[src/design/ext_irq_defs.svh]
// Offsets, field positions, write masks and reset values of the unit
`ifndef EXT_IRQ_DEFS_SVH
`define EXT_IRQ_DEFS_SVH

// Register indices; byte address is four times the index
`define LINE_EN_IDX 8'h3D
`define LINE_FLAG_IDX 8'h3C
`define GROUP_FLAG_IDX 8'h3B
`define GROUP_EN_IDX 8'h68
`define SENSE_CTRL_IDX 8'h69
`define GROUP0_MASK_IDX 8'h6B
`define GROUP1_MASK_IDX 8'h6C
`define GROUP2_MASK_IDX 8'h6D

// Writable bits of each register
`define SENSE_CTRL_WMASK 8'h0F
`define LINE_EN_WMASK 8'h03
`define LINE_FLAG_WMASK 8'h03
`define GROUP_EN_WMASK 8'h07
`define GROUP_FLAG_WMASK 8'h07
`define GROUP0_MASK_WMASK 8'hFF
`define GROUP1_MASK_WMASK 8'h7F
`define GROUP2_MASK_WMASK 8'hFF

`define REG_RESET 8'h00

// Sense fields inside the sense-control register
`define SENSE0_LSB 0
`define SENSE1_LSB 2

// Request and vector-taken bit positions
`define VEC_LINE0 0
`define VEC_LINE1 1
`define VEC_GROUP0 2
`define VEC_GROUP1 3
`define VEC_GROUP2 4

// Edges after reset before line detectors trust their history
`define PRIME_EDGES 2

`endif

[src/design/ext_irq_pkg.sv]
// Types shared by the external pin interrupt unit
package ext_irq_pkg;
   typedef enum logic [1:0] {
      SENSE_LOW = 2'h0,
      SENSE_ANY = 2'h1,
      SENSE_FALL = 2'h3,
      SENSE_RISE = 2'h2
   } sense_gray_type;
   typedef enum logic [1:0] {
      MODE_LOW = 2'h0,
      MODE_ANY = 2'h1,
      MODE_FALL = 2'h2,
      MODE_RISE = 2'h3
   } sense_type;
   typedef logic [4:0] vec_type;
endpackage: ext_irq_pkg

[src/design/ext_pin_irq_unit.sv]
// External pin and pin-change interrupt unit with AHB-Lite registers
//
// Operation
// - Unused bits of control, mask, flag and enable registers read zero.
// - Line 1 sense field: 00 low, 01 any change, 10 fall, 11 rise.
// - Line 0 sense field uses the same four encodings.
// - Line value is sampled before edges; pulses over one clock are caught.
// - A line requests only when global and its own enable are set.
// - Line enables sit at bit 1 for line 1, bit 0 for line 0.
// - Pin activity requests even when the pin is driven as an output.
// - Edge or change event sets the line's pending flag, bit 1 or 0.
// - A line flag clears when its vector is taken by the core.
// - Writing one clears a pending flag; writing zero leaves it.
// - A line in low-level mode always reads its flag as clear.
// - Group enables at bits 2,1,0, effective only with global enable.
// - Any change on an enabled pin in an enabled group requests.
// - Group change sets its flag; vector taken or write-one clears it.
// - Group 2 mask enables per pin, only with the group 2 enable.
// - Group 1 mask uses bits 6 to 0; bit 7 reads zero.
// - Each group has its own vector, apart from the line vectors.
// - Pin-change detection needs no clock edge to see a change.
// - Low-level sensing needs no clock edge; edges need the clock.
// - Level mode requests as long as the pin is low and enabled.
// - Group 0 mask has eight per-pin enables, gated by group 0 enable.
//
// The implementer's own choice: the AHB-Lite register port.
`timescale 1ns/100ps
`include "ext_irq_defs.svh"
module ext_pin_irq_unit #(
   parameter int ADDR_W = 12
) (
   input wire logic clk_in,
   input wire logic rst_b_in,
   input wire logic hsel_in,
   input wire logic [ADDR_W-1:0] haddr_in,
   input wire logic [1:0] htrans_in,
   input wire logic hwrite_in,
   input wire logic [2:0] hsize_in,
   input wire logic [31:0] hwdata_in,
   input wire logic hready_in,
   output logic [31:0] hrdata_out,
   output logic hreadyout_out,
   output logic hresp_out,
   input wire logic global_irq_en_in,
   input wire ext_irq_pkg::vec_type vector_taken_in,
   input wire logic ext_line0_in,
   input wire logic ext_line1_in,
   input wire logic [7:0] group0_pins_in,
   input wire logic [6:0] group1_pins_in,
   input wire logic [7:0] group2_pins_in,
   output ext_irq_pkg::vec_type irq_request_out
);
   import ext_irq_pkg::*;

   // True when an address equals the register word address of an index
   function automatic logic hit(input logic [ADDR_W-1:0] a,
                                input logic [7:0] idx);
      return a == ADDR_W'({idx, 2'b00});
   endfunction: hit

   logic [7:0] sense_ctrl_r;
   logic [7:0] sense_ctrl_nxt;
   logic [7:0] line_en_r;
   logic [7:0] line_en_nxt;
   logic [7:0] group_en_r;
   logic [7:0] group_en_nxt;
   logic [7:0] mask0_r;
   logic [7:0] mask0_nxt;
   logic [7:0] mask1_r;
   logic [7:0] mask1_nxt;
   logic [7:0] mask2_r;
   logic [7:0] mask2_nxt;
   logic [7:0] line_flag_r;
   logic [7:0] line_flag_nxt;
   logic [7:0] group_flag_r;
   logic [7:0] group_flag_nxt;
   vec_type req_r;
   vec_type req_nxt;
   logic [31:0] hrdata_r;
   logic hreadyout_r;
   logic hresp_r;
   logic dp_wr_r;
   logic [ADDR_W-1:0] dp_addr_r;
   logic accept;
   logic [7:0] wdata;
   logic [7:0] rd_nxt;
   logic [1:0] line_ev;
   logic [1:0] line_low;
   logic [1:0] level_mode;
   logic [2:0] grp_chg;
   logic [7:0] line_w1c;
   logic [7:0] group_w1c;
   sense_type sense0;
   sense_type sense1;

   // ---------------- AHB-Lite slave ----------------
   // Zero wait states; response is always OKAY
   assign accept = hsel_in & htrans_in[1] & hready_in;
   assign wdata = hwdata_in[7:0];

   always_ff @(posedge clk_in) begin
      if (!rst_b_in) begin
         dp_wr_r <= 1'b0;
         dp_addr_r <= '0;
      end else begin
         dp_wr_r <= accept & hwrite_in;
         dp_addr_r <= haddr_in;
      end
   end

   always_ff @(posedge clk_in) begin
      if (!rst_b_in) begin
         hreadyout_r <= 1'b1;
         hresp_r <= 1'b0;
      end else begin
         hreadyout_r <= 1'b1;
         hresp_r <= 1'b0;
      end
   end

   // Read data comes from next-state values so a read right behind
   // a write sees the written value
   always_comb begin
      rd_nxt = 8'h00;
      if (hit(haddr_in, `LINE_EN_IDX)) begin
         rd_nxt = line_en_nxt;
      end else if (hit(haddr_in, `LINE_FLAG_IDX)) begin
         rd_nxt = line_flag_nxt;
      end else if (hit(haddr_in, `GROUP_FLAG_IDX)) begin
         rd_nxt = group_flag_nxt;
      end else if (hit(haddr_in, `GROUP_EN_IDX)) begin
         rd_nxt = group_en_nxt;
      end else if (hit(haddr_in, `SENSE_CTRL_IDX)) begin
         rd_nxt = sense_ctrl_nxt;
      end else if (hit(haddr_in, `GROUP0_MASK_IDX)) begin
         rd_nxt = mask0_nxt;
      end else if (hit(haddr_in, `GROUP1_MASK_IDX)) begin
         rd_nxt = mask1_nxt;
      end else if (hit(haddr_in, `GROUP2_MASK_IDX)) begin
         rd_nxt = mask2_nxt;
      end
   end

   always_ff @(posedge clk_in) begin
      if (!rst_b_in) begin
         hrdata_r <= 32'h0000_0000;
      end else if (accept & ~hwrite_in) begin
         hrdata_r <= {24'h00_0000, rd_nxt};
      end
   end

   // ---------------- Control registers ----------------
   always_comb begin
      sense_ctrl_nxt = sense_ctrl_r;
      line_en_nxt = line_en_r;
      group_en_nxt = group_en_r;
      mask0_nxt = mask0_r;
      mask1_nxt = mask1_r;
      mask2_nxt = mask2_r;
      line_w1c = 8'h00;
      group_w1c = 8'h00;
      if (dp_wr_r) begin
         if (hit(dp_addr_r, `SENSE_CTRL_IDX)) begin
            sense_ctrl_nxt = wdata & `SENSE_CTRL_WMASK;
         end else if (hit(dp_addr_r, `LINE_EN_IDX)) begin
            line_en_nxt = wdata & `LINE_EN_WMASK;
         end else if (hit(dp_addr_r, `GROUP_EN_IDX)) begin
            group_en_nxt = wdata & `GROUP_EN_WMASK;
         end else if (hit(dp_addr_r, `GROUP0_MASK_IDX)) begin
            mask0_nxt = wdata & `GROUP0_MASK_WMASK;
         end else if (hit(dp_addr_r, `GROUP1_MASK_IDX)) begin
            mask1_nxt = wdata & `GROUP1_MASK_WMASK;
         end else if (hit(dp_addr_r, `GROUP2_MASK_IDX)) begin
            mask2_nxt = wdata & `GROUP2_MASK_WMASK;
         end else if (hit(dp_addr_r, `LINE_FLAG_IDX)) begin
            line_w1c = wdata & `LINE_FLAG_WMASK;
         end else if (hit(dp_addr_r, `GROUP_FLAG_IDX)) begin
            group_w1c = wdata & `GROUP_FLAG_WMASK;
         end
      end
   end

   always_ff @(posedge clk_in) begin
      if (!rst_b_in) begin
         sense_ctrl_r <= `REG_RESET;
         line_en_r <= `REG_RESET;
         group_en_r <= `REG_RESET;
         mask0_r <= `REG_RESET;
         mask1_r <= `REG_RESET;
         mask2_r <= `REG_RESET;
      end else begin
         sense_ctrl_r <= sense_ctrl_nxt;
         line_en_r <= line_en_nxt;
         group_en_r <= group_en_nxt;
         mask0_r <= mask0_nxt;
         mask1_r <= mask1_nxt;
         mask2_r <= mask2_nxt;
      end
   end

   // ---------------- Detectors ----------------
   assign sense0 = sense_type'(sense_ctrl_r[`SENSE0_LSB +: 2]);
   assign sense1 = sense_type'(sense_ctrl_r[`SENSE1_LSB +: 2]);
   assign level_mode[0] = (sense0 == MODE_LOW);
   assign level_mode[1] = (sense1 == MODE_LOW);

   // Pins are read whatever their port direction, so software can
   // drive them to raise its own interrupt
   line_sense_detect u_line0 (
      .clk_in(clk_in),
      .rst_b_in(rst_b_in),
      .pin_in(ext_line0_in),
      .sense_in(sense0),
      .event_out(line_ev[0]),
      .low_out(line_low[0])
   );

   line_sense_detect u_line1 (
      .clk_in(clk_in),
      .rst_b_in(rst_b_in),
      .pin_in(ext_line1_in),
      .sense_in(sense1),
      .event_out(line_ev[1]),
      .low_out(line_low[1])
   );

   pin_change_group #(.WIDTH(8)) u_group0 (
      .clk_in(clk_in),
      .rst_b_in(rst_b_in),
      .pins_in(group0_pins_in),
      .mask_in(mask0_r),
      .enable_in(group_en_r[0]),
      .change_out(grp_chg[0])
   );

   pin_change_group #(.WIDTH(7)) u_group1 (
      .clk_in(clk_in),
      .rst_b_in(rst_b_in),
      .pins_in(group1_pins_in),
      .mask_in(mask1_r[6:0]),
      .enable_in(group_en_r[1]),
      .change_out(grp_chg[1])
   );

   pin_change_group #(.WIDTH(8)) u_group2 (
      .clk_in(clk_in),
      .rst_b_in(rst_b_in),
      .pins_in(group2_pins_in),
      .mask_in(mask2_r),
      .enable_in(group_en_r[2]),
      .change_out(grp_chg[2])
   );

   // ---------------- Pending flags ----------------
   // A new event in the clearing cycle wins over the clear
   always_comb begin
      line_flag_nxt = 8'h00;
      group_flag_nxt = 8'h00;
      for (int i = 0; i < 2; i++) begin
         if (level_mode[i]) begin
            line_flag_nxt[i] = 1'b0;
         end else begin
            line_flag_nxt[i] = line_ev[i] |
               (line_flag_r[i] & ~line_w1c[i] &
                ~vector_taken_in[`VEC_LINE0 + i]);
         end
      end
      for (int g = 0; g < 3; g++) begin
         group_flag_nxt[g] = grp_chg[g] |
            (group_flag_r[g] & ~group_w1c[g] &
             ~vector_taken_in[`VEC_GROUP0 + g]);
      end
   end

   always_ff @(posedge clk_in) begin
      if (!rst_b_in) begin
         line_flag_r <= `REG_RESET;
         group_flag_r <= `REG_RESET;
      end else begin
         line_flag_r <= line_flag_nxt;
         group_flag_r <= group_flag_nxt;
      end
   end

   // ---------------- Requests ----------------
   // One request line per vector; level requests follow the live pin
   always_comb begin
      req_nxt = '0;
      for (int i = 0; i < 2; i++) begin
         req_nxt[`VEC_LINE0 + i] = global_irq_en_in & line_en_r[i] &
            (level_mode[i] ? line_low[i] : line_flag_nxt[i]);
      end
      for (int g = 0; g < 3; g++) begin
         req_nxt[`VEC_GROUP0 + g] = global_irq_en_in &
            group_en_r[g] & group_flag_nxt[g];
      end
   end

   always_ff @(posedge clk_in) begin
      if (!rst_b_in) begin
         req_r <= '0;
      end else begin
         req_r <= req_nxt;
      end
   end

   assign irq_request_out = req_r;
   assign hrdata_out = hrdata_r;
   assign hreadyout_out = hreadyout_r;
   assign hresp_out = hresp_r;
endmodule: ext_pin_irq_unit

[src/design/line_sense_detect.sv]
// Sense logic for one dedicated external interrupt line
`timescale 1ns/100ps
`include "ext_irq_defs.svh"
module line_sense_detect (
   input wire logic clk_in,
   input wire logic rst_b_in,
   input wire logic pin_in,
   input wire ext_irq_pkg::sense_type sense_in,
   output logic event_out,
   output logic low_out
);
   import ext_irq_pkg::*;

   logic smp_r;
   logic prev_r;
   logic [1:0] primed_r;
   logic ev;

   // Sample first, then compare two samples
   always_ff @(posedge clk_in) begin
      if (!rst_b_in) begin
         smp_r <= 1'b0;
         prev_r <= 1'b0;
         primed_r <= 2'h0;
      end else begin
         smp_r <= pin_in;
         prev_r <= smp_r;
         primed_r <= {primed_r[0], 1'b1};
      end
   end

   always_comb begin
      case (sense_in)
         MODE_ANY: ev = smp_r ^ prev_r;
         MODE_FALL: ev = prev_r & ~smp_r;
         MODE_RISE: ev = ~prev_r & smp_r;
         default: ev = 1'b0;
      endcase
   end

   // History is garbage until two samples exist
   assign event_out = ev & primed_r[1];
   // Level path bypasses the sampler so it needs no edge
   assign low_out = ~pin_in;
endmodule: line_sense_detect

[src/design/pin_change_group.sv]
// Change detector for one group of masked pin-change inputs
`timescale 1ns/100ps
module pin_change_group #(
   parameter int WIDTH = 8
) (
   input wire logic clk_in,
   input wire logic rst_b_in,
   input wire logic [WIDTH-1:0] pins_in,
   input wire logic [WIDTH-1:0] mask_in,
   input wire logic enable_in,
   output logic change_out
);
   logic [WIDTH-1:0] smp_r;
   logic primed_r;

   always_ff @(posedge clk_in) begin
      if (!rst_b_in) begin
         smp_r <= '0;
         primed_r <= 1'b0;
      end else begin
         smp_r <= pins_in;
         primed_r <= 1'b1;
      end
   end

   // Live pins against last sample: change shows without waiting an edge
   assign change_out = enable_in & primed_r &
                       (|((pins_in ^ smp_r) & mask_in));
endmodule: pin_change_group

[config.mk]
export PLATFORM = sky130hd
export DESIGN_NAME = ext_pin_irq_unit
export DESIGN_NICKNAME = d
export VERILOG_FILES = /design/src/design/ext_irq_pkg.sv /design/src/design/ext_pin_irq_unit.sv /design/src/design/line_sense_detect.sv /design/src/design/pin_change_group.sv
export VERILOG_INCLUDE_DIRS = /design/src /design/src/design
export SDC_FILE = /design/constraint.sdc
export NUM_CORES = 1
export LEC_CHECK = 0
export BUFFER_PORTS_ARGS = -buffer_cell sky130_fd_sc_hd__clkbuf_2
export CORE_MARGIN = 2
export CORE_UTILIZATION = 35
export DETAILED_ROUTE_END_ITERATION = 16
export MAX_ROUTING_LAYER = met4
export PLACE_DENSITY = 0.57
export SYNTH_ARGS = -nofsm -noshare
export SYNTH_HDL_FRONTEND = slang
export SYNTH_HIERARCHICAL = 1
export SYNTH_SLANG_ARGS = --single-unit
[constraint.sdc]
create_clock -name clk_in -period 7.3 [get_ports clk_in]
set_input_delay 1.46 -clock clk_in [delete_from_list [all_inputs] [get_ports clk_in]]
set_output_delay 1.46 -clock clk_in [all_outputs]
set_load 0.05 [all_outputs]
==> results.tsv, run 1 <==
stage	metric	value	unit
yosys	mapped cell area	0.00496	mm^2
cts	clock-pin slew on the worst setup and hold paths	0.05	ns
floorplanning	die width	123	um
setup_path	r2r setup slk	4.45	ns
route	Post-route DRC	0	
route	WL per Instance	16.0	um
cts	CTS tree	yes	
global_routing	Total Routing Usage GR	17.8	%
final_layout	fin nets	663	
sta	final setup violating endpoints	0	
yosys	Synth cell types	68	
pwr	Static Leak	2.49	nW
floorplanning	Top Ports	124	
yosys	sequential-to-total area share from yosys stat	45.6	%
floorplanning	Core Region	0.0139	mm^2
sta	Worst Skew	0.00887	ns
setup_path	Req. time, crit path	7.63	ns
global_routing	grt total ovfl	0	
global_routing	initial antenna violation count	0	
cts	hold_buf cts	0	
place	HPWL Detailed	8.85	mm
sta	Rel. slew slack	35.6	%
run_status	status	completed	
pwr	Worst VDD drop	0.152	mV
yosys	Synth async-reset ratio	0	%
cts	root buf cell	clkbuf_16	
global_routing	largest net degree at the start of global routing	110	
cts	postcts setup bufs	0	
cts	clk buf depth	2	
final_layout	n_diodes	0	
sta	Fmax	279	MHz
cts	CTS sink cnt	113	
sta	setup TNS	0	ns
yosys	Post-Synthesis Cells	504	
cts	Post-CTS Resized	0	
yosys	Top FF cell, synth	dfxtp_1	
pwr	Power Dens Cells	249	mW/mm^2
global_routing	vias in the first global route	3768	
setup_path	Crit Path Class	input pin to register	
final_layout	filler instances	1391	
floorplanning	Initial Util	35.8	%
yosys	synthesis-stage register bit count	113	
route	Vias	3741	
yosys	synth warn	6	
final_layout	fin area	0.00585	mm^2
setup_path	CP startpoint kind	input pin	
sta	Min Clock Period, post-route	3.58	ns
setup_path	worst-path maximum fanout	6	
route	number of iterations in the first detailed-routing pass	4	
place	pre-CTS setup slack	3.30	ns
sta	Hold Vio Cnt, Final	0	
global_routing	first-pass GRT wire length	19.5	mm
yosys	EDFF count, synth	0	
yosys	top-area cell type share of the netlist area	45.6	%
cts	Num CTS Buffers	17	
yosys	cell taking the most area after synthesis	dfxtp_1	
route	ANT nets after route	0	
floorplanning	Rows	43	
cts	CTS H-tree lvls	4	
final_layout	share of cells above drive strength 1	19.7	%
sta	Worst Hold Slack	0.428	ns
place	IO buf count	69	
sta	fin. max-slew vios	0	
final_layout	P&R area growth vs syn	17.8	%
route	routed wire length	12.2	mm
place	DP Area	0.00534	mm^2
route	Vias/cell	4.89	
sta	worst-margin pin slew	0.963	ns
sta	RSZ-0062 raised after global routing	false	
setup_path	CP endpoint kind	register	
hold_path	Tightest Hold Check Type	register to register	
yosys	count leader, synth	dfxtp_1	
run	MaxCap Viol Count	0	
setup_path	WP data arrival	3.91	ns
final_layout	Finished Layout Cells	765	
yosys	Mean Syn Cell Area	9.85	um^2
route	Initial DRC Count	228	
floorplanning	die area	0.0151	mm^2
sta	period utilization	49.0	%
yosys	synth cell count leaders	dfxtp_1 (113), and2_1 (46), nor2b_1 (39)	
yosys	ranking of synthesized cells by area	dfxtp_1 (46%), mux2i_1 (6.7%), and2_1 (5.8%)	
place	GP Congestion	0.810	
sta	Final WS setup	3.72	ns
place	DP Cell Count	735	
floorplanning	Die H	123	um
cts	clock latency on the worst-skew pair	0.40	ns
-- worst paths after layout --
check / from / to / cells past startpoint
worst max-delay path: haddr_in[11] / hrdata_out[6] / 7
worst min-delay path: u_line1/primed_r[0] / u_line1/primed_r[1] / 1
worst max register to register: dp_addr_r[3] / hrdata_out[4] / 6
worst min register to register: u_line1/primed_r[0] / u_line1/primed_r[1] / 1
-- critical path, stage by stage --
cell	delay [ns]
clkbuf_2	0.09
or3_1	0.48
nor4_1	0.77
nand3_1	0.34
nor2b_1	0.41
a221oi_1	0.17
o22ai_1	0.18
-- sequential cells by signal (all words and copies together) (netlist names), 2 cells and up --
register          cells
group_en_r            8
u_line1/primed_r      2
hrdata_out            8
group_flag_r          3
mask2_r               8
u_group1/smp_r        7
line_en_r             8
u_group0/smp_r        8
mask0_r               8
u_line0/primed_r      2
sense_ctrl_r          8
u_group2/smp_r        8
mask1_r               8
line_flag_r           2
irq_request_out       5
dp_addr_r            12
-- per-layer routing --
layer | track usage (%) | share of wire, % | vias up
met5 | - | 0 | -
li1 | - | - | 1867
met1 | 22.4 | 47 | 1757
met4 | 6.18 | 1.8 | 0
met2 | 27.3 | 46 | 102
met3 | 5.17 | 5.2 | 15
-- cells in the final DEF, fill, tap and decap left out, types with 3 or more instances in the layout --
| cell | instances |
|---|---|
| a21oi_1 | 8 |
| nand4_1 | 6 |
| a31oi_1 | 3 |
| or2_2 | 3 |
| clkbuf_2 | 69 |
| conb_1 | 26 |
| xor2_1 | 23 |
| a221oi_1 | 4 |
| a22oi_1 | 10 |
| clkbuf_1 | 5 |
| dfxtp_1 | 113 |
| nor2b_1 | 39 |
| inv_1 | 12 |
| nor2_1 | 19 |
| mux2i_1 | 33 |
| and3_1 | 15 |
| nor4_1 | 5 |
| o211ai_1 | 3 |
| nand3_1 | 10 |
| o21a_1 | 3 |
| o221ai_1 | 3 |
| a211oi_1 | 5 |
| o22ai_1 | 8 |
| o21ai_0 | 14 |
| nand2_1 | 19 |
| and2_1 | 46 |
| ha_1 | 4 |
| clkbuf_16 | 17 |
| clkinv_2 | 4 |
| nor3_1 | 4 |
-- report_power, final --
| part | internal [mW] | total (mW) | switching (mW) |
|---|---|---|---|
| Combinational | 0.0332 | 0.105 | 0.0719 |
| Clock | 0.444 | 0.710 | 0.266 |
| Sequential | 0.633 | 0.640 | 0.00783 |
| Total | 1.11 | 1.46 | 0.346 |
-- kinds of logic after synthesis --
kind of cell | count (synthesis) | synth area share [%]
simple gates | 193 | 23.8
flops | 113 | 45.6
compound gates | 81 | 12.0
buf+inv | 55 | 6.73
mux | 33 | 6.65
xor+xnor | 23 | 4.06
fa+ha+maj | 4 | 1.01
other cells | 2 | 0.151
-- layout make-up --
cell class,count,area (um^2),share of cell area [%]
clock buffers,24,472,8.06
clock inverters,6,35.0,0.599
inverters,12,45.0,0.770
multi-input cells,360,2460,42.0
flip-flops and latches,113,2260,38.7
well taps,180,225,3.85
repair buffers,70,353,6.03
-- metrics by stage --
| stage | utilization (%) | total power, mW |
|---|---|---|
| after floorplan | - | 0.734 |
| after global placement | 38.5 | 0.757 |
| after detailed placement | 38.5 | 0.758 |
| after CTS | 42.1 | 1.47 |
| after global routing | 42.1 | 1.52 |
| final | 42.1 | 1.46 |
Note: power is estimated with default switching activity, not from simulation.
==> run 2, diff against run 1 <==
==> constraint.sdc (replaced) <==
create_clock -name clk_in -period 3.3 [get_ports clk_in]
set_input_delay 0.66 -clock clk_in [delete_from_list [all_inputs] [get_ports clk_in]]
set_output_delay 0.66 -clock clk_in [all_outputs]
set_load 0.05 [all_outputs]
==> results.tsv, run 2 (synthesized netlist as in run 1, its figures left out) <==
stage	metric	value	unit
run_status	status	completed	
final_layout	most common cell after layout, fill and taps aside	dfxtp_1	
setup_path	crit-path most repeated cell	or4b_1	
hold_path	Tightest Hold Check Type	register to register	
final_layout	P&R area growth vs syn	22.2	%
global_routing	grt total ovfl	0	
run	MaxCap Viol Count	0	
pwr	Worst VDD drop	0.425	mV
setup_path	WP data arrival	3.08	ns
sta	Rel. slew slack	52.4	%
global_routing	first-pass GRT wire length	19.1	mm
floorplanning	Top Ports	124	
place	GP Congestion	0.851	
setup_path	worst reg2reg endpoint	hrdata_out[0]	
floorplanning	Initial Util	35.8	%
setup_path	CP max stage delay	0.78	ns
global_routing	largest net degree at the start of global routing	44	
setup_path	delay-heaviest family, CP	simple AND/OR/NAND/NOR gates	
floorplanning	Die H	123	um
cts	CTS sink cnt	113	
setup_path	Buf+Inv Stages, Crit Path	0	
global_routing	vias in the first global route	3612	
floorplanning	Rows	43	
route	Initial DRC Count	174	
route	WL per Instance	15.8	um
floorplanning	die width	123	um
hold_path	Worst Hold Path EP	u_line0/primed_r[1]	
route	Vias/cell	4.80	
final_layout	commonest cells after routing, fill and taps aside	dfxtp_1 (113), clkbuf_2 (69), and2_1 (46), nor2b_1 (39), mux2i_1 (33)	
global_routing	initial antenna violation count	0	
hold_path	WHS Path Cells	1	
cts	Num CTS Buffers	17	
route	Post-route DRC	0	
final_layout	max reg flops	12	
setup_path	slowest CP cell	or4b_1	
place	IO buf count	69	
pwr	Static Leak	2.60	nW
sta	final setup violating endpoints	0	
final_layout	n_diodes	0	
sta	period utilization	84.5	%
setup_path	worst-path maximum fanout	10	
sta	RSZ-0062 raised after global routing	false	
final_layout	share of cells above drive strength 1	21.8	%
route	routed wire length	12.3	mm
cts	clock-pin slew on the worst setup and hold paths	0.05	ns
cts	clk buf depth	2	
setup_path	CP endpoint kind	register	
sta	Fmax	359	MHz
setup_path	r2r setup slk	0.51	ns
setup_path	Crit Path Class	register to register	
pwr	overall power	3.68	mW
sta	fin. max-slew vios	0	
cts	hold_buf cts	0	
sta	Worst Skew	0.00850	ns
cts	clock latency on the worst-skew pair	0.41	ns
cts	CTS H-tree lvls	4	
sta	Min Clock Period, post-route	2.79	ns
cts	Post-CTS Resized	0	
cts	CTS tree	yes	
sta	worst-margin pin slew	0.709	ns
hold_path	Worst Hold Launch	u_line0/primed_r[0]	
global_routing	Total Routing Usage GR	17.5	%
final_layout	Top reg by flops	dp_addr_r	
floorplanning	die area	0.0151	mm^2
final_layout	fin nets	671	
setup_path	CP startpoint kind	register	
setup_path	R2R depth	6	
route	Vias	3721	
setup_path	Req. time, crit path	3.59	ns
cts	postcts setup bufs	0	
route	number of iterations in the first detailed-routing pass	4	
route	ANT nets after route	0	
sta	Hold Vio Cnt, Final	0	
final_layout	filler instances	1332	
sta	setup TNS	0	ns
setup_path	Critical Path, Cell by Cell	or4b_1, or4b_1, mux2i_1, o22ai_1, o311ai_1, a21boi_1	
floorplanning	Core Region	0.0139	mm^2
pwr	Power Dens Cells	607	mW/mm^2
cts	root buf cell	clkbuf_16	
setup_path	Reg-to-Reg Start	dp_addr_r[3]	
place	HPWL Detailed	9.15	mm
[run 2: cell types whose count changed in the layout (fill, tap and decap cells not counted)]
cell	delta
buf_4	+8
clkinv_2	-2
inv_6	+1
clkinvlp_4	+2
bufinv_16	+5
clkinv_4	+1
clkbuf_1	-5
[run 2: stage by stage]
stage | instances | setup WS [ns] | utilization [%] | area (um^2) | hold WS, ns
finish | 775 | 0.512 | 43.7 | 6060 | 0.428
global route | 775 | 0.387 | 43.7 | 6060 | 0.448
CTS | 775 | 0.524 | 43.7 | 6060 | 0.430
detailed placement | 743 | 0.387 | 38.9 | 5400 | 0.417
global placement | 743 | 0.420 | 38.9 | 5400 | 0.415
floorplan | 528 | 0.810 | - | 5050 | 0.412
[run 2: where the power goes]
part / internal [mW] / switching, mW
Combinational: 0.0751 / 0.160
Sequential: 1.40 / 0.0172
Clock: 1.38 / 0.653
[run 2: layout make-up]
class,count,area [um^2],area share (%)
multi-input combinational,360,2460,40.5
sequential,113,2260,37.3
clock buffer,19,453,7.47
timing repair buffer,78,413,6.81
tap,180,225,3.71
clock inverter,13,208,3.43
inverter,12,45.0,0.743
[run 2: how the worst max path moves through the flow]
| stage | endpoint | slack (ns) | from | cells past startpoint |
|---|---|---|---|---|
| 4_1_cts | hrdata_out[6] | 0.52 | dp_addr_r[3] | 6 |
| 5_1_grt | hrdata_out[6] | 0.39 | dp_addr_r[3] | 6 |
| 2_1_floorplan | hrdata_out[4] | 0.81 | haddr_in[11] | 7 |
| 3_3_place_gp | hrdata_out[0] | 0.42 | haddr_in[1] | 7 |
| 3_5_place_dp | hrdata_out[0] | 0.39 | haddr_in[1] | 7 |
| 6_report | hrdata_out[0] | 0.51 | dp_addr_r[3] | 6 |
[run 2: routing by layer]
layer	wire length, um	vias to the layer above	share of wire, %	track usage [%]
met5	0	-	0	-
met4	228	0	1.9	5.82
met3	595	16	4.8	4.80
met2	5620	91	46	26.8
met1	5830	1725	47	22.4
li1	-	1889	-	-
==> run 3, diff against run 2 <==
==> constraint.sdc (replaced) <==
create_clock -name clk_in -period 2.7 [get_ports clk_in]
set_input_delay 0.54 -clock clk_in [delete_from_list [all_inputs] [get_ports clk_in]]
set_output_delay 0.54 -clock clk_in [all_outputs]
set_load 0.05 [all_outputs]
==> results.tsv, run 3 (synthesized netlist as in run 1, its figures left out) <==
stage	metric	value	unit
setup_path	CP startpoint kind	register	
sta	Hold Vio Cnt, Final	0	
cts	clk buf depth	2	
place	HPWL Detailed	9.14	mm
pwr	Gate power share	6.8	%
setup_path	WP data arrival	2.91	ns
route	routed wire length	12.2	mm
floorplanning	Core Region	0.0139	mm^2
setup_path	worst-path maximum fanout	7	
floorplanning	Die H	123	um
sta	setup TNS	0	ns
floorplanning	Rows	43	
cts	clock latency on the worst-skew pair	0.40	ns
global_routing	Total Routing Usage GR	17.8	%
pwr	sequential share of power	39.8	%
final_layout	max reg flops	12	
pwr	Worst VDD drop	0.411	mV
cts	postcts setup bufs	0	
final_layout	Multi-input gate area	0.00246	mm^2
route	number of iterations in the first detailed-routing pass	4	
hold_path	Worst Hold Launch	haddr_in[10]	
final_layout	Finished Core Util	44.1	%
cts	CTS H-tree lvls	4	
final_layout	commonest cells after routing, fill and taps aside	dfxtp_1 (113), clkbuf_2 (69), and2_1 (46), nor2b_1 (39), mux2i_1 (33)	
sta	fin. max-slew vios	0	
final_layout	fin nets	683	
sta	worst-margin pin slew	0.772	ns
final_layout	n_diodes	0	
setup_path	CP endpoint kind	register	
route	Vias/cell	4.87	
floorplanning	die width	123	um
setup_path	Crit Path Class	register to register	
floorplanning	Top Ports	124	
sta	period utilization	97.7	%
final_layout	register area	0.00226	mm^2
setup_path	Buf+Inv Stages, Crit Path	1	
route	Vias	3821	
global_routing	largest net degree at the start of global routing	46	
place	GP Congestion	0.876	
sta	Rel. slew slack	48.5	%
run_status	status	completed	
cts	hold_buf cts	0	
sta	Min Clock Period, post-route	2.64	ns
floorplanning	die area	0.0151	mm^2
setup_path	slowest CP cell	or4b_1	
setup_path	delay-heaviest family, CP	simple AND/OR/NAND/NOR gates	
pwr	Switching Fraction	22.3	%
cts	Post-CTS Resized	0	
route	ANT nets after route	0	
final_layout	Top reg by flops	dp_addr_r	
setup_path	critical path startpoint	dp_addr_r[11]	
cts	CTS sink cnt	113	
final_layout	most common cell after layout, fill and taps aside	dfxtp_1	
pwr	Internal Power	3.38	mW
hold_path	Tightest Hold Check Type	input pin to register	
global_routing	vias in the first global route	3852	
final_layout	P&R area growth vs syn	23.4	%
setup_path	Critical Path, Cell by Cell	or4b_4, or4b_1, buf_4, nor2b_1, a211oi_1, o22ai_1	
route	Post-route DRC	0	
global_routing	grt total ovfl	0	
final_layout	share of cells above drive strength 1	23.1	%
route	WL per Instance	15.6	um
pwr	Clk pwr share	53.5	%
global_routing	first-pass GRT wire length	19.6	mm
sta	Worst Skew	0.00767	ns
cts	CTS tree	yes	
setup_path	Req. time, crit path	2.97	ns
setup_path	Reg-to-Reg Start	dp_addr_r[11]	
sta	Fmax	379	MHz
pwr	Static Leak	2.65	nW
pwr	switching power	969	uW
floorplanning	Initial Util	35.8	%
final_layout	filler instances	1366	
route	Initial DRC Count	212	
sta	RSZ-0062 raised after global routing	false	
sta	final setup violating endpoints	0	
place	IO buf count	69	
cts	Num CTS Buffers	17	
pwr	Power Dens Cells	711	mW/mm^2
cts	root buf cell	clkbuf_16	
cts	clock-pin slew on the worst setup and hold paths	0.05	ns
setup_path	CP max stage delay	0.69	ns
global_routing	initial antenna violation count	0	
run	MaxCap Viol Count	0	
[run 3: path summary, 6_finish.rpt]
kind / end / slack, ns / cells after the start
max: hrdata_out[4] / 0.06 / 6
min reg2reg: u_line1/primed_r[1] / 0.43 / 1
min: dp_addr_r[10] / 0.35 / 2
max reg2reg: hrdata_out[4] / 0.06 / 6
[run 3: metal layers]
metal / wire length [um] / global-route usage [%] / share of wire (%)
met4: 283 / 6.82 / 2.3
met2: 5710 / 28.1 / 47
met5: 0 / - / 0
met3: 790 / 4.57 / 6.5
met1: 5450 / 21.8 / 45
[run 3: area by class of cell]
cell class                      instances  share of cell area [%]
Clock buffer                           20                    7.45
Clock inverter                         10                    2.61
Sequential cell                       113                    36.9
Multi-Input combinational cell        360                    40.2
Tap cell                              180                    3.68
Timing Repair Buffer                   90                    8.41
Inverter                               12                   0.735
[run 3: metrics by stage]
step                      hold slack [ns]  power [mW]  cells  area (um^2)  setup slack [ns]
after floorplan                     0.412        1.99    528         5050             0.311
after global placement              0.415        2.05    755         5510            0.0635
after detailed placement            0.421        2.06    755         5510            0.0229
after CTS                           0.338        4.40    785         6120            0.0497
after global routing                0.346        4.51    785         6130           0.00188
final                               0.351        4.35    785         6130            0.0627
[run 3: power by group through the flow]
stage | sequential, mW | combinational, mW | clock [mW]
global route | 1.73 | 0.323 | 2.45
detailed placement | 1.77 | 0.293 | 0
floorplan | 1.77 | 0.215 | 0
global placement | 1.76 | 0.289 | 0
CTS | 1.73 | 0.296 | 2.37
finish | 1.73 | 0.294 | 2.33
